<file path="config.mk">
export PLATFORM = sky130hd
export DESIGN_NAME = amode_decoder
export DESIGN_NICKNAME = d
export VERILOG_FILES = /design/src/logic/amode_pkg.sv /design/src/logic/amode_decoder.sv /design/src/logic/ea_former.sv
export SDC_FILE = /design/constraint.sdc
export NUM_CORES = 1
export LEC_CHECK = 0
export BUFFER_PORTS_ARGS = -buffer_cell sky130_fd_sc_hd__buf_4
export CORE_MARGIN = 1
export CORE_UTILIZATION = 39
export DETAILED_ROUTE_END_ITERATION = 7
export PLACE_DENSITY = 0.57
export SLEW_MARGIN = 40
export SYNTH_ARGS = -nofsm -noshare
export SYNTH_HDL_FRONTEND = slang
export SYNTH_HIERARCHICAL = 1
export SYNTH_SLANG_ARGS = --single-unit
export TNS_END_PERCENT = 5
</file>
<file path="constraint.sdc">
create_clock -name CLOCK -period 7 [get_ports CLOCK]
set_input_delay 2.1 -clock CLOCK [delete_from_list [all_inputs] [get_ports CLOCK]]
set_output_delay 2.1 -clock CLOCK [all_outputs]
set_load 0.03 [all_outputs]
</file>
<file path="src/logic/amode_pkg.sv">
// constants, types and helpers for the addressing-mode decoder
// Operation
// - seventeen addressing modes sorted into seven classes
// - long variants reach the whole 64 Kbyte space using extra bytes
// - short variants other than indexed reach page zero, 0000h to 00FFh, with fewer bytes
// - read-modify-write memory operations exist only in short forms
// - inherent instructions are one opcode byte, nothing fetched after it
// - immediate instructions are opcode plus one literal byte
// - direct mode takes one address byte short, two bytes long
// - relative targets add offset to address of following instruction
// - inherent set holds no-op, trap and wait-for-interrupt
// - inherent set holds halt, which stops the oscillator
// - inherent set holds stack, mask, carry, return, multiply, shift ops
// - indexed address is unsigned X or Y plus none, byte or word offset
// - short indexed reaches 00 to 1FE
// - prefixes 90, 92, 91 select Y, indirect, Y indirect indexed
// - relative offset is signed 8-bit, from stream or from memory
package amode_pkg;
    localparam int ADDR_W = 16;
    localparam int LEN_W = 3;

    typedef enum logic [4:0] {
        M_INHERENT, M_IMMEDIATE, M_DIR_SHORT, M_DIR_LONG,
        M_IDX_NONE, M_IDX_SHORT, M_IDX_LONG,
        M_IND_SHORT, M_IND_LONG, M_IND_IDX_SHORT, M_IND_IDX_LONG,
        M_REL_DIRECT, M_REL_INDIRECT,
        M_BIT_DIRECT, M_BIT_INDIRECT, M_BIT_DIR_REL, M_BIT_IND_REL
    } amode_t;

    typedef enum logic [2:0] {
        C_INHERENT, C_IMMEDIATE, C_DIRECT, C_INDEXED, C_INDIRECT, C_RELATIVE, C_BIT
    } mclass_t;

    typedef enum logic [3:0] {
        I_NONE, I_NOP, I_TRAP, I_WAIT, I_HALT, I_RET, I_INTERRUPT_RETURN_OP, I_PUSH, I_POP,
        I_SP_RESET, I_SET_MASK, I_CLR_MASK, I_SET_CARRY, I_CLR_CARRY, I_MUL, I_REG_ALU
    } inh_op_t;

    typedef enum logic [1:0] {P_NONE, P_BYTE, P_WORD} ptr_size_t;

    // prefix bytes
    localparam logic [7:0] Y_REGISTER_PREFIX = 8'h90;
    localparam logic [7:0] INDIRECT_PREFIX = 8'h92;
    localparam logic [7:0] Y_INDIRECT_PREFIX = 8'h91;

    // inherent opcodes
    localparam logic [7:0] NOP_OP = 8'h9d;
    localparam logic [7:0] TRAP_OP = 8'h83;
    localparam logic [7:0] WAIT_FOR_IRQ_OP = 8'h8f;
    localparam logic [7:0] HALT_OP = 8'h8e;
    localparam logic [7:0] RETURN_OP = 8'h81;
    localparam logic [7:0] INTERRUPT_RETURN_OP = 8'h80;
    localparam logic [7:0] SET_IRQ_MASK_OP = 8'h9b;
    localparam logic [7:0] CLEAR_IRQ_MASK_OP = 8'h9a;
    localparam logic [7:0] SET_CARRY_OP = 8'h99;
    localparam logic [7:0] CLEAR_CARRY_OP = 8'h98;
    localparam logic [7:0] STACK_POINTER_RESET_OP = 8'h9c;
    localparam logic [7:0] BYTE_MULTIPLY_OP = 8'h42;
    localparam logic [7:0] POP_A_OP = 8'h84;
    localparam logic [7:0] POP_X_OP = 8'h85;
    localparam logic [7:0] PUSH_A_OP = 8'h88;
    localparam logic [7:0] PUSH_X_OP = 8'h89;

    // opcode columns (high nibble)
    localparam logic [3:0] COL_BIT_REL = 4'h0;
    localparam logic [3:0] COL_BIT = 4'h1;
    localparam logic [3:0] COL_REL = 4'h2;
    localparam logic [3:0] COL_RMW_DIR = 4'h3;
    localparam logic [3:0] COL_INH_A = 4'h4;
    localparam logic [3:0] COL_INH_X = 4'h5;
    localparam logic [3:0] COL_RMW_IDX = 4'h6;
    localparam logic [3:0] COL_RMW_IDX0 = 4'h7;
    localparam logic [3:0] COL_INH_8 = 4'h8;
    localparam logic [3:0] COL_INH_9 = 4'h9;
    localparam logic [3:0] COL_IMM = 4'ha;
    localparam logic [3:0] COL_DIR = 4'hb;
    localparam logic [3:0] COL_EXT = 4'hc;
    localparam logic [3:0] COL_IDX_LONG = 4'hd;
    localparam logic [3:0] COL_IDX = 4'he;
    localparam logic [3:0] COL_IDX0 = 4'hf;

    localparam logic [7:0] PAGE_ZERO = 8'h00;
    localparam int BIT_LSB = 1;
    localparam int BIT_MSB = 3;

    function automatic logic [1:0] operand_count(input amode_t m);
        unique case (m)
            M_INHERENT, M_IDX_NONE: operand_count = 2'd0;
            M_DIR_LONG, M_IDX_LONG, M_BIT_DIR_REL, M_BIT_IND_REL: operand_count = 2'd2;
            default: operand_count = 2'd1;
        endcase
    endfunction : operand_count

    function automatic ptr_size_t ptr_size(input amode_t m);
        unique case (m)
            M_IND_LONG, M_IND_IDX_LONG: ptr_size = P_WORD;
            M_IND_SHORT, M_IND_IDX_SHORT, M_REL_INDIRECT, M_BIT_INDIRECT,
            M_BIT_IND_REL: ptr_size = P_BYTE;
            default: ptr_size = P_NONE;
        endcase
    endfunction : ptr_size

    function automatic mclass_t mode_class(input amode_t m);
        unique case (m)
            M_INHERENT: mode_class = C_INHERENT;
            M_IMMEDIATE: mode_class = C_IMMEDIATE;
            M_DIR_SHORT, M_DIR_LONG: mode_class = C_DIRECT;
            M_IDX_NONE, M_IDX_SHORT, M_IDX_LONG: mode_class = C_INDEXED;
            M_REL_DIRECT, M_REL_INDIRECT: mode_class = C_RELATIVE;
            M_BIT_DIRECT, M_BIT_INDIRECT, M_BIT_DIR_REL, M_BIT_IND_REL: mode_class = C_BIT;
            default: mode_class = C_INDIRECT;
        endcase
    endfunction : mode_class

    // unsigned base plus index, full 16-bit result
    function automatic logic [ADDR_W-1:0] add_index(input logic [ADDR_W-1:0] base,
                                                   input logic [7:0] idx);
        add_index = base + {PAGE_ZERO, idx};
    endfunction : add_index
endpackage : amode_pkg

</file>
<file path="src/logic/amode_decoder.sv">
// addressing-mode decoder: classifies, fetches operands and pointers, forms addresses
`timescale 1ns/1ns
module amode_decoder
    import amode_pkg::*;
(
    // clock and reset
    input wire logic CLOCK,
    input wire logic SRST,
    // instruction byte stream
    input wire logic BYTE_VALID,
    input wire logic [7:0] BYTE_DATA,
    input wire logic [amode_pkg::ADDR_W-1:0] FETCH_PC,
    output logic BYTE_READY,
    // index registers
    input wire logic [7:0] X_REG,
    input wire logic [7:0] Y_REG,
    // page-zero pointer reads
    output logic MEM_REQ,
    output logic [amode_pkg::ADDR_W-1:0] MEM_ADDR,
    input wire logic [7:0] MEM_RDATA,
    input wire logic MEM_ACK,
    // decoded result
    output logic DEC_VALID,
    output amode_pkg::amode_t MODE,
    output amode_pkg::mclass_t MODE_CLASS,
    output amode_pkg::inh_op_t INH_OP,
    output logic [7:0] OPCODE,
    output logic [amode_pkg::LEN_W-1:0] LENGTH,
    output logic USE_Y,
    output logic RMW,
    output logic LONG_FORM,
    output logic ILLEGAL,
    output logic [7:0] OPERAND,
    output logic [2:0] BIT_NUM,
    output logic [amode_pkg::ADDR_W-1:0] EFF_ADDR,
    output logic [amode_pkg::ADDR_W-1:0] JUMP_TARGET
);
    import amode_pkg::*;

    typedef enum logic [2:0] {S_FETCH, S_OPER, S_PTR0, S_PTR1, S_EMIT} state_t;

    state_t state, next_state;
    logic have_prefix, next_have_prefix;
    logic [7:0] prefix, next_prefix;
    logic [7:0] opcode, next_opcode;
    amode_t mode, next_mode;
    logic use_y, next_use_y;
    logic illegal, next_illegal;
    logic [1:0] need, next_need;
    logic [1:0] got, next_got;
    logic [7:0] first, next_first;
    logic [7:0] second, next_second;
    logic [ADDR_W-1:0] pointer, next_pointer;
    logic [ADDR_W-1:0] start_pc, next_start_pc;
    logic [LEN_W-1:0] len, next_len;
    logic byte_ready, next_byte_ready;
    logic mem_req, next_mem_req;
    logic [ADDR_W-1:0] mem_addr, next_mem_addr;
    logic dec_valid, next_dec_valid;
    logic [ADDR_W-1:0] ea;
    logic [7:0] rel_offset;
    logic [ADDR_W-1:0] target;
    amode_t dmode;
    logic dy, dill;
    inh_op_t inh;

    // opcode column plus prefix to mode
    always_comb begin
        dy = (prefix == Y_REGISTER_PREFIX || prefix == Y_INDIRECT_PREFIX) && have_prefix;
        dill = 1'b0;
        unique case (BYTE_DATA[7:4])
            COL_BIT_REL: dmode = M_BIT_DIR_REL;
            COL_BIT: dmode = M_BIT_DIRECT;
            COL_REL: dmode = M_REL_DIRECT;
            COL_RMW_DIR, COL_DIR: dmode = M_DIR_SHORT;
            COL_EXT: dmode = M_DIR_LONG;
            COL_RMW_IDX, COL_IDX: dmode = M_IDX_SHORT;
            COL_RMW_IDX0, COL_IDX0: dmode = M_IDX_NONE;
            COL_IDX_LONG: dmode = M_IDX_LONG;
            COL_IMM: dmode = M_IMMEDIATE;
            default: dmode = M_INHERENT;
        endcase
        if (have_prefix && prefix != Y_REGISTER_PREFIX) begin
            unique case (dmode)
                M_DIR_SHORT: dmode = M_IND_SHORT;
                M_DIR_LONG: dmode = M_IND_LONG;
                M_IDX_SHORT: dmode = M_IND_IDX_SHORT;
                M_IDX_LONG: dmode = M_IND_IDX_LONG;
                M_REL_DIRECT: dmode = M_REL_INDIRECT;
                M_BIT_DIRECT: dmode = M_BIT_INDIRECT;
                M_BIT_DIR_REL: dmode = M_BIT_IND_REL;
                default: dill = 1'b1;
            endcase
            if (prefix == Y_INDIRECT_PREFIX && mode_class(dmode) != C_INDIRECT) begin
                dill = 1'b1;
            end
            if (prefix == Y_INDIRECT_PREFIX && (dmode == M_IND_SHORT || dmode == M_IND_LONG)) begin
                dill = 1'b1;
            end
        end
        if (dy && (mode_class(dmode) == C_RELATIVE || mode_class(dmode) == C_BIT)) begin
            dill = 1'b1;
        end
    end

    // named inherent operations
    always_comb begin
        inh = I_NONE;
        if (mode == M_INHERENT) begin
            inh = I_REG_ALU;
            unique case (opcode)
                NOP_OP: inh = I_NOP;
                TRAP_OP: inh = I_TRAP;
                WAIT_FOR_IRQ_OP: inh = I_WAIT;
                HALT_OP: inh = I_HALT;
                RETURN_OP: inh = I_RET;
                INTERRUPT_RETURN_OP: inh = I_INTERRUPT_RETURN_OP;
                PUSH_A_OP, PUSH_X_OP: inh = I_PUSH;
                POP_A_OP, POP_X_OP: inh = I_POP;
                STACK_POINTER_RESET_OP: inh = I_SP_RESET;
                SET_IRQ_MASK_OP: inh = I_SET_MASK;
                CLEAR_IRQ_MASK_OP: inh = I_CLR_MASK;
                SET_CARRY_OP: inh = I_SET_CARRY;
                CLEAR_CARRY_OP: inh = I_CLR_CARRY;
                BYTE_MULTIPLY_OP: inh = I_MUL;
                default: inh = I_REG_ALU;
            endcase
        end
    end

    ea_former u_ea (
        .mode(mode),
        .first(first),
        .second(second),
        .pointer(pointer),
        .index(use_y ? Y_REG : X_REG),
        .ea(ea)
    );

    // relative target from the following instruction's address
    always_comb begin
        unique case (mode)
            M_REL_DIRECT: rel_offset = first;
            M_REL_INDIRECT: rel_offset = pointer[7:0];
            default: rel_offset = second;
        endcase
        target = start_pc + {{(ADDR_W-LEN_W){1'b0}}, len}
                 + {{(ADDR_W-8){rel_offset[7]}}, rel_offset};
    end

    // sequencing
    always_comb begin
        next_state = state;
        next_have_prefix = have_prefix;
        next_prefix = prefix;
        next_opcode = opcode;
        next_mode = mode;
        next_use_y = use_y;
        next_illegal = illegal;
        next_need = need;
        next_got = got;
        next_first = first;
        next_second = second;
        next_pointer = pointer;
        next_start_pc = start_pc;
        next_len = len;
        next_mem_addr = mem_addr;
        next_dec_valid = 1'b0;
        unique case (state)
            S_FETCH: begin
                if (BYTE_VALID && byte_ready) begin
                    next_len = len + LEN_W'(1);
                    if (!have_prefix) begin
                        next_start_pc = FETCH_PC;
                    end
                    if (!have_prefix && (BYTE_DATA == Y_REGISTER_PREFIX
                        || BYTE_DATA == INDIRECT_PREFIX || BYTE_DATA == Y_INDIRECT_PREFIX)) begin
                        next_have_prefix = 1'b1;
                        next_prefix = BYTE_DATA;
                    end else begin
                        next_opcode = BYTE_DATA;
                        next_mode = dmode;
                        next_use_y = dy;
                        next_illegal = dill;
                        next_need = operand_count(dmode);
                        next_got = 2'd0;
                        next_state = (operand_count(dmode) == 2'd0) ? S_EMIT : S_OPER;
                    end
                end
            end
            S_OPER: begin
                if (BYTE_VALID && byte_ready) begin
                    next_len = len + LEN_W'(1);
                    next_got = got + 2'd1;
                    if (got == 2'd0) begin
                        next_first = BYTE_DATA;
                    end else begin
                        next_second = BYTE_DATA;
                    end
                    if (got + 2'd1 == need) begin
                        if (ptr_size(mode) == P_NONE) begin
                            next_state = S_EMIT;
                        end else begin
                            next_state = S_PTR0;
                            next_mem_addr = {PAGE_ZERO, got == 2'd0 ? BYTE_DATA : first};
                        end
                    end
                end
            end
            S_PTR0: begin
                if (MEM_ACK) begin
                    if (ptr_size(mode) == P_WORD) begin
                        next_pointer = {MEM_RDATA, PAGE_ZERO};
                        next_mem_addr = {PAGE_ZERO, mem_addr[7:0] + 8'h01};
                        next_state = S_PTR1;
                    end else begin
                        next_pointer = {PAGE_ZERO, MEM_RDATA};
                        next_state = S_EMIT;
                    end
                end
            end
            S_PTR1: begin
                if (MEM_ACK) begin
                    next_pointer = {pointer[ADDR_W-1:8], MEM_RDATA};
                    next_state = S_EMIT;
                end
            end
            S_EMIT: begin
                next_dec_valid = 1'b1;
                next_have_prefix = 1'b0;
                next_len = '0;
                next_state = S_FETCH;
            end
            default: next_state = S_FETCH;
        endcase
        next_byte_ready = (next_state == S_FETCH || next_state == S_OPER);
        next_mem_req = (next_state == S_PTR0 || next_state == S_PTR1);
    end

    always_ff @(posedge CLOCK) begin
        if (SRST) begin
            state <= S_FETCH;
            have_prefix <= 1'b0;
            prefix <= '0;
            opcode <= '0;
            mode <= M_INHERENT;
            use_y <= 1'b0;
            illegal <= 1'b0;
            need <= '0;
            got <= '0;
            first <= '0;
            second <= '0;
            pointer <= '0;
            start_pc <= '0;
            len <= '0;
            byte_ready <= 1'b0;
            mem_req <= 1'b0;
            mem_addr <= '0;
            dec_valid <= 1'b0;
        end else begin
            state <= next_state;
            have_prefix <= next_have_prefix;
            prefix <= next_prefix;
            opcode <= next_opcode;
            mode <= next_mode;
            use_y <= next_use_y;
            illegal <= next_illegal;
            need <= next_need;
            got <= next_got;
            first <= next_first;
            second <= next_second;
            pointer <= next_pointer;
            start_pc <= next_start_pc;
            len <= next_len;
            byte_ready <= next_byte_ready;
            mem_req <= next_mem_req;
            mem_addr <= next_mem_addr;
            dec_valid <= next_dec_valid;
        end
    end

    // result registers, loaded in the emit cycle
    always_ff @(posedge CLOCK) begin
        if (SRST) begin
            MODE <= M_INHERENT;
            MODE_CLASS <= C_INHERENT;
            INH_OP <= I_NONE;
            OPCODE <= '0;
            LENGTH <= '0;
            USE_Y <= 1'b0;
            RMW <= 1'b0;
            LONG_FORM <= 1'b0;
            ILLEGAL <= 1'b0;
            OPERAND <= '0;
            BIT_NUM <= '0;
            EFF_ADDR <= '0;
            JUMP_TARGET <= '0;
        end else if (state == S_EMIT) begin
            MODE <= mode;
            MODE_CLASS <= mode_class(mode);
            INH_OP <= inh;
            OPCODE <= opcode;
            LENGTH <= len;
            USE_Y <= use_y;
            RMW <= opcode[7:4] == COL_BIT_REL || opcode[7:4] == COL_BIT
                   || opcode[7:4] == COL_RMW_DIR || opcode[7:4] == COL_RMW_IDX
                   || opcode[7:4] == COL_RMW_IDX0;
            LONG_FORM <= mode == M_DIR_LONG || mode == M_IDX_LONG
                         || mode == M_IND_LONG || mode == M_IND_IDX_LONG;
            ILLEGAL <= illegal;
            OPERAND <= first;
            BIT_NUM <= opcode[BIT_MSB:BIT_LSB];
            EFF_ADDR <= ea;
            JUMP_TARGET <= target;
        end
    end

    assign BYTE_READY = byte_ready;
    assign MEM_REQ = mem_req;
    assign MEM_ADDR = mem_addr;
    assign DEC_VALID = dec_valid;
endmodule : amode_decoder

</file>
<file path="src/logic/ea_former.sv">
// effective address formation from operand bytes, pointer and index
`timescale 1ns/1ns
module ea_former
    import amode_pkg::*;
(
    input amode_t mode,
    input logic [7:0] first,
    input logic [7:0] second,
    input logic [ADDR_W-1:0] pointer,
    input logic [7:0] index,
    output logic [ADDR_W-1:0] ea
);
    always_comb begin
        unique case (mode)
            M_DIR_SHORT, M_BIT_DIRECT, M_BIT_DIR_REL: ea = {PAGE_ZERO, first};
            M_DIR_LONG: ea = {first, second};
            M_IDX_NONE: ea = {PAGE_ZERO, index};
            M_IDX_SHORT: ea = add_index({PAGE_ZERO, first}, index);
            M_IDX_LONG: ea = add_index({first, second}, index);
            M_IND_SHORT, M_IND_LONG, M_BIT_INDIRECT, M_BIT_IND_REL: ea = pointer;
            M_IND_IDX_SHORT, M_IND_IDX_LONG: ea = add_index(pointer, index);
            default: ea = '0;
        endcase
    end
endmodule : ea_former

</file>
=== Word-level counts from Yosys, hierarchy flattened ===
Memory sizes are Yosys's and may differ from the RTL's. A register that Yosys moved wholly into a read port is not among the register bits.
Index checks and enable logic that the tools add are counted.
W data, S select, Z words.

* Reduce and logical (&&, ||, !) cells: 57
* Multiply operators: 0
* Equal/unequal tests: 77
* Shifts and indexed selects: 0
* Add/sub/neg operators: 8
* Bitwise gates (word level): 4
* Mux-type cells: 55
* Divide/modulo/power cells: 0
* Order comparisons: 0

{| class="wikitable"
|+ Operator list
! operator !! count
|-
| $eq A8 B8 Y1 const B || 20
|-
| $mux W16 || 7
|-
| $pmux W16 S7 || 1
|-
| $eq A5 B4 Y1 const B || 13
|-
| $pmux W16 S2 || 2
|-
| $pmux W4 S14 || 1
|-
| $eq A5 B3 Y1 const B || 9
|-
| $pmux W5 S7 || 1
|-
| $mux W3 || 11
|-
| $add A16 B8 Y16 || 2
|-
| $eq A5 B2 Y1 const B || 5
|-
| $mux W8 || 3
|-
| $mux W2 || 11
|-
| $reduce_and A3 Y1 || 7
|-
| $ne A2 B2 Y1 const B || 9
|-
| $add A16 B16 Y16 || 1
|-
| $add A16 B3 Y16 || 1
|-
| $pmux W8 S2 || 1
|-
| $logic_or A1 B1 Y1 || 14
|-
| $eq A3 B2 Y1 const B || 4
|-
| $pmux W2 S2 || 3
|-
| $pmux W3 S4 || 1
|-
| $reduce_or A2 Y1 || 6
|-
| $eq A5 B5 Y1 const B || 2
|-
| 35 further kinds || 66
|}

* Bits in read-only memories: 448
* Latch bits: 0
* Output and inout bits: 89
* Memory bits (writable): 0
* Memories kept: 5
* Flip-flop bits (word level): 168
* Input port bits: 52

{| class="wikitable"
|+ Memory list
! name !! words !! bits a word !! read ports !! clocked after Yosys merged registers in !! wr ports !! RTL line !! RTL
|-
| (name not given) || 32 || 3 || 1 || 1 || 0 || amode_pkg.sv:104 || <nowiki>unique case (m)</nowiki>
|-
| (name not given) || 32 || 3 || 1 || 0 || 0 || amode_pkg.sv:104 ||
|-
| (name not given) || 32 || 3 || 1 || 0 || 0 || amode_pkg.sv:104 ||
|-
| (name not given) || 32 || 3 || 1 || 0 || 0 || amode_pkg.sv:104 ||
|-
| (name not given) || 16 || 4 || 1 || 0 || 0 || amode_decoder.sv:71 || <nowiki>unique case (BYTE_DATA[7:4])</nowiki>
|}

=== Depth between registers and ports, before layout ===
Gate-level depths: netlist of the first run.
An unclocked memory read counts as a cell.

* Word-level depth: 18
* Mapped depth: 17
* Mapped depth without buffers: 15

=== Cells and area by module ===
The synthesis of the first run kept the hierarchy.

{| class="wikitable"
|+ Modules (own cells, without submodules)
! module !! cells each !! area an instance (µm²) !! times used
|-
| amode_decoder || 993 || 7,948.9 || 1
|-
| ea_former || 201 || 1,525.2 || 1
|}

=== Least setup slack after synthesis of the first run ===
OpenSTA, ideal clock, no wires.

* Path type: input to register
* Start point: input port Y_REG[0]
* End point: register EFF_ADDR[10] (netlist bit)
* Path slack: 2,851 ps
* Cell stages on the path: 11
* Data arrival time: 4,078 ps
* Data required time: 6,930 ps
* Path buffers: 0
* Library setup time: 70 ps
* Cells stage by stage: mux2_2 ha_1 inv_1 fa_1 nand3b_1 a21oi_1 o21ai_1 o31a_1 o31ai_1 nand2_1 a21oi_1

* Cells in the longest elaborated chain, start to end: 3
* Elaborated cells on any way between the ends: 4

{| class="wikitable"
|+ Ends and longest elaborated chain
! what !! RTL line !! RTL
|-
| start, declared || amode_decoder.sv:16 || <nowiki>input wire logic [7:0] Y_REG,</nowiki>
|-
| $mux W8 (*) || amode_decoder.sv:136 || <nowiki>.index(use_y ? Y_REG : X_REG),</nowiki>
|-
| $add A16 B8 Y16 || amode_pkg.sv:118 || <nowiki>add_index = base + {PAGE_ZERO, idx};</nowiki>
|-
| $pmux W16 S7 (*) || ea_former.sv:14 || <nowiki>unique case (mode)</nowiki>
|-
| net ea[10] || amode_decoder.sv:60 || <nowiki>logic [ADDR_W-1:0] ea;</nowiki>
|-
| end signal, assigned || amode_decoder.sv:296 || <nowiki>EFF_ADDR <= '0;</nowiki>
|-
| end signal, assigned || amode_decoder.sv:313 || <nowiki>EFF_ADDR <= ea;</nowiki>
|-
| end, declared || amode_decoder.sv:35 || <nowiki>output logic [amode_pkg::ADDR_W-1:0] EFF_ADDR,</nowiki>
|}

Mark *: on every way through the listed nets, which the timed path passes. The rest lies on a longest branch.
A chain may end at the register's enable or synchronous reset.

=== Final worst setup path of the first run ===
* Start point: register mode[3]
* End point: register JUMP_TARGET[13] (netlist bit)

* Cells in the longest elaborated chain, start to end: 3
* Elaborated cells on any way between the ends: 4

{| class="wikitable"
|+ Ends and longest elaborated chain
! what !! RTL line !! RTL
|-
| start, declared || amode_decoder.sv:46 || <nowiki>amode_t mode, next_mode;</nowiki>
|-
| start signal, assigned || amode_decoder.sv:265 || <nowiki>mode <= next_mode;</nowiki>
|-
| $eq A5 B4 Y1 || amode_decoder.sv:142 || <nowiki>unique case (mode)</nowiki>
|-
| $pmux W8 S2 (*) || amode_decoder.sv:142 ||
|-
| $add A16 B16 Y16 (*) || amode_decoder.sv:148 || <nowiki>+ {{(ADDR_W-8){rel_offset[7]}}, rel_offset};</nowiki>
|-
| end signal, assigned || amode_decoder.sv:314 || <nowiki>JUMP_TARGET <= target;</nowiki>
|-
| end, declared || amode_decoder.sv:36 || <nowiki>output logic [amode_pkg::ADDR_W-1:0] JUMP_TARGET</nowiki>
|}

Every way passes the cells marked *; elsewhere a longest branch is shown, timed or not.

==> results of run 1 <==
-- state kept, by name, summed over array words and instances (netlist names), 8 cells and up --
name,cells
MEM_ADDR,8
opcode,8
pointer,16
JUMP_TARGET,16
OPCODE,8
second,8
first,8
start_pc,16
prefix,8
OPERAND,8
EFF_ADDR,16
-- stage by stage --
step | hold slack [ns] | setup WS (ns)
floorplan | 0.420 | 2.85
global placement | 0.438 | 2.43
detailed placement | 0.444 | 2.26
CTS | 0.456 | 2.23
global route | 0.470 | 1.81
finish | 0.455 | 2.17
-- worst max path at each step --
| stage | cells past startpoint | end |
|---|---|---|
| floorplan | 11 | EFF_ADDR[10]$_SDFFE_PP0P_ |
| global placement | 15 | JUMP_TARGET[13]$_SDFFE_PP0P_ |
| detailed placement | 15 | JUMP_TARGET[13]$_SDFFE_PP0P_ |
| CTS | 15 | JUMP_TARGET[13]$_SDFFE_PP0P_ |
| global route | 15 | JUMP_TARGET[13]$_SDFFE_PP0P_ |
| finish | 15 | JUMP_TARGET[13]$_SDFFE_PP0P_ |
-- critical path: stages, from the launching register on --
cell	delay (ns)
dfxtp_1	0.81
nand2b_1	0.27
nor3_2	0.52
nor2_1	0.24
a21oi_1	0.30
fa_1	0.46
inv_1	0.07
ha_1	0.19
inv_1	0.06
fa_1	0.37
nor2b_1	0.20
o31ai_1	0.16
a211oi_1	0.41
o211ai_1	0.19
a21bo_2	0.22
a32o_1	0.25
-- logic make-up after synthesis --
family,share of synthesized area (%)
AOI/OAI and AO/OA,23.1
other,0.0396
buffers and inverters,5.63
muxes,5.68
adders and majority gates,7.47
xor gates and xnor gates,2.13
and+or+nand+nor,22.2
DFF,33.8
-- layer usage --
metal	vias up	routed length, um	share of wire [%]	GRT usage (%)
met5	-	0	0	0
met4	0	357	1.2	5.41
met3	32	2250	7.8	4.87
met2	321	12000	41	33.3
met1	4171	14400	50	35.7
li1	4412	-	-	-
-- power groups by stage --
stage               Combinational (mW)  Clock (mW)  Sequential (mW)
global route                     0.238        1.04            0.957
detailed placement               0.213           0            0.974
finish                           0.216       0.984            0.954
global placement                 0.212           0            0.974
floorplan                        0.154           0            0.965
CTS                              0.214       0.996            0.954
-- layout make-up --
type	count	share of cell area (%)
sequential	160	28.6
inverter	29	0.972
tap	319	3.56
timing repair buffer	141	9.60
clock inverter	12	1.31
clock buffer	20	4.17
multi-input combinational	923	51.8
-- placed cells by master, fill, tap and decap left out, types with 25 or more instances in the layout --
cell type and count:
dfxtp_1 157, buf_4 139, inv_1 29, o21ai_0 40
ha_1 47, nor3_1 28, nand3_1 25, a22oi_1 27
nand2_1 217, mux2i_1 32, nor2_1 82, a21oi_1 142
==> run metrics, run 1 <==
status complete, no violations; pin count of the biggest net entering global routing 76; CTS Buf Count 17; routed vias/inst 5.57; maximum VDD drop 0.000164 V; NetSw 0.583 mW; placed cell area 10,600 um2; Worst Path Required 7.33 ns; setup TNS 0 ns; skew final 0.0109 ns; Synth cell types 80; FF-to-FF path depth 15; WS Path Type reg2reg; Worst Hold Depth 2; clk slew on worst S/H paths ~0.060 ns; Routed wire per std cell 18.0 um; share of the yosys chip area belonging to registers about a third; Final Cell Area 11,200 um2; initial antenna violation count 0; post-synth top area share 33.8%; P per Cell Area 192 nW/um2; Top FF cell, synth dfxtp_1; Post-Route Utilization 47.3%; clock power share 45.7%; R2R Path End JUMP_TARGET[13]$_SDFFE_PP0P_; Post-synth EDFFs 0; first-pass GRT wire length 45,100 um; DRC viols 0; register share of total power 44.3%; area growth from synthesis to layout 18.2%; Multi-input gate area 5800 um2; Synth Cell Area about 9500 um2; post-CTS setup buffers 0; diode count 0; CP Max Fanout 22; endpoint type of the worst setup path register; Yosys top cell by area dfxtp_1; initial core utilization between 40% and 50%; Root Driver clkbuf_16; clk buf depth 2; Max transition margin between 40% and 50%; Arrival @ worst endpoint 5.16 ns; DP HPWL 20,700 um; unrepaired setup endpoints after global routing false; Synth Instances about 1,200; switch share 27.0%; Die Wd 158 um; row cnt 56; Logic pwr share between 10% and 20%; TritonCTS clock tree done; H-tree levels 4; FF+latch area between 3000 and 4000 um2; dpl cells around 1,600; FFs w/ async S/R, synth 0%; Max-cap violations 0; number of global-route vias before repair between 7,000 and 8,000; final WL ~29,000 um; Placer Congestion 0.929; fin crit period 4.83 ns; Final Hold Vio Count 0; Fill cells 2,457; Slew Viols, Final 0; Tcrit/Tclk final between 60% and 70%; Pre-antenna DRT Iters 6; reg2reg start mode[3]$_SDFFE_PP0P_; hold path endpoint OPCODE[0]$_SDFFE_PP0P_; leak pwr about 4.6 nW; clk_lat worst skew 0.44 ns; Finished Layout Cells 1,604; # hold bufs at CTS 0; #FFs+latches synth 160; Final setup viols 0; clk sinks 160; Commonest cells post-synth nand2_1, dfxtp_1, a21oi_1; YS warnings 6; # port buffers ~130; f_max between 200 and 250 MHz; Avg Synthesized Cell Area slightly below 8 um2; post-cts sizing count 0; Synth area leaders dfxtp_1, nand2_1, a21oi_1, ha_1, mux2i_1; Die ar. ~25,000 um2; R2R setup slack 2.17 ns; total number of vias 8,936; global route overflow 0; internal power around 1.6 mW; Hold Crit Start OPCODE[0]$_SDFFE_PP0P_; total power 2.15 mW; Antenna Nets Post-Route 0; Core Area 23,700 um2; slew at the pin closest to its max-slew limit a little under 0.8 ns; crit path from mode[3]$_SDFFE_PP0P_; top-count cell post-synth nand2_1; Ports 141; Startpoint Class register; nets@finish 1,377; Die Ht 158 um; share of post-route cells with drive strength above 1 about 17%; Global Route Usage Sum 23.5%; Hold WC Path Type reg2reg; 1st-iter DRT viols 849
Note: power is estimated with default switching activity, not from simulation.
==> inputs of run 2 (changes only) <==
clock period = 4.7 ns   (was 7 ns; I/O delays follow)
==> run 2 against run 1 <==
- setup slack lost 1.8 ns
- design area rose by 0.39%
- via count up 0.32%
- critical endpoint unchanged
- clock power grew 45%
- global-route usage increased by 0.23 points
==> run metrics, run 2 (synthesis results as in run 1) <==
status complete, no violations; maximum VDD drop 0.000151 V; endpoint type of the worst setup path register; H-tree levels 4; 1st-iter DRT viols 688; Max-cap violations 0; f_max about 230 MHz; skew final 0.0142 ns; row cnt 56; kind of cell adding the most delay to the critical path compound AO/OA/AOI/OAI gates; Placer Congestion 0.918; diode count 0; clk sinks 160; DRC viols 0; Fill cells ~2,400; TritonCTS clock tree done; commonest non-fill, non-tap cell in the layout nand2_1; clk_lat worst skew about 0.43 ns; reg2reg start mode[3]$_SDFFE_PP0P_; unrepaired setup endpoints after global routing false; Core Area 23,700 um2; Final setup viols 0; Tcrit/Tclk final 91.3%; Arrival @ worst endpoint 4.62 ns; area growth from synthesis to layout 18.7%; pre-CTS setup slack approximately 0.37 ns; CTS Buf Count 17; R2R setup slack around 0.41 ns; final WL 29,000 um; clk buf depth 2; share of post-route cells with drive strength above 1 17.3%; setup TNS 0 ns; first-pass GRT wire length 45,700 um; pin count of the biggest net entering global routing 61; number of global-route vias before repair 8,298; initial antenna violation count 0; Die ar. 24,900 um2; Slew Viols, Final 0; post-CTS setup buffers 0; Max transition margin 41.7%; Die Ht 158 um; total number of vias 8,965; # port buffers 132; clk slew on worst S/H paths about 0.070 ns; leak pwr 4.65 nW; Ports 141; Routed wire per std cell around 18 um; WS Path Type reg2reg; Hold WC Path Type reg2reg; global route overflow 0; Root Driver clkbuf_16; most frequent cells in the layout nand2_1, dfxtp_1, buf_4; Pre-antenna DRT Iters 5; DP HPWL 21,400 um; Global Route Usage Sum around a quarter; P per Cell Area 283 nW/um2; slew at the pin closest to its max-slew limit 0.875 ns; Final Hold Vio Count 0; Worst Path Required 5.02 ns; PnR worst setup slack about 0.41 ns; worst path bufs/invs 2; Hold Crit Start INH_OP[1]$_SDFFE_PP0P_; fin crit period about 4.3 ns; crit path from mode[3]$_SDFFE_PP0P_; nets@finish 1,387; Antenna Nets Post-Route 0; CP cell instances nor2b_1 > and3_1 > nor2_1 > a21oi_1 > fa_1 > inv_1 > ha_1 > inv_1 > fa_1 > nor2b_1 > o31ai_1 > a211oi_1 > o211ai_1 > a21bo_2 > a32o_1; CP max stage cell dfxtp_1; routed vias/inst 5.55; Die Wd 158 um; slowest cell delay on critical path 0.47 ns; CP Max Fanout 10; Startpoint Class register; initial core utilization 40.0%
-- run 2: cell count changes in the layout (fill, tap and decap cells not counted), sizes merged --
cell,delta
inv,+3
clkinv,-1
clkbuf,-2
buf,+10
-- run 2: metrics by stage --
| step | hold slack [ns] | util [%] | total power [mW] | area [um2] | instances |
|---|---|---|---|---|---|
| after floorplan | 0.420 | - | 1.67 | 9500 | 1201 |
| final | 0.443 | 47.5 | 3.18 | 11200 | 1614 |
| after detailed placement | 0.435 | 44.9 | 1.77 | 10600 | 1582 |
| after CTS | 0.446 | 47.4 | 3.21 | 11200 | 1614 |
| after global routing | 0.465 | 47.5 | 3.32 | 11200 | 1614 |
| after global placement | 0.434 | 44.9 | 1.77 | 10600 | 1581 |
-- run 2: area by class of cell --
cell class,count,area (um2),share of cell area (%)
Clock buffer,18,429,3.82
Timing Repair Buffer,151,1140,10.1
Multi-Input combinational cell,923,5800,51.6
Inverter,29,109,0.968
Clock inverter,14,169,1.50
Tap cell,319,399,3.55
Sequential cell,160,3200,28.5
-- run 2: timing repair --
item                       4_1_cts  5_1_grt
setup endpoints to repair        0        1
resized for setup                0        1
hold buffers                     0        0
-- run 2: power by group --
part,total [mW],switching (mW),internal [mW]
clock network,1.43,0.628,0.803
registers,1.41,0.0279,1.38
logic,0.340,0.213,0.127
-- run 2: worst paths after layout --
kind                             endpoint  cells past startpoint
max          JUMP_TARGET[13]$_SDFFE_PP0P_                     15
min                INH_OP[1]$_SDFFE_PP0P_                      2
max reg2reg  JUMP_TARGET[13]$_SDFFE_PP0P_                     15
min reg2reg        INH_OP[1]$_SDFFE_PP0P_                      2
-- run 2: tightest hold or removal path, delay by kind of cell (launching register included) --
| kind | cells | cell delay, ns |
|---|---|---|
| and+or+nand+nor | 2 | 0.09 |
| DFF | 1 | 0.31 |
-- run 2: layer usage --
layer	vias to the layer above	part of all wire (%)	track usage, %
met1	4246	50	35.2
met5	-	0	0
li1	4433	-	-
met2	262	42	34.4
met4	0	1.5	7.07
met3	24	5.9	4.41
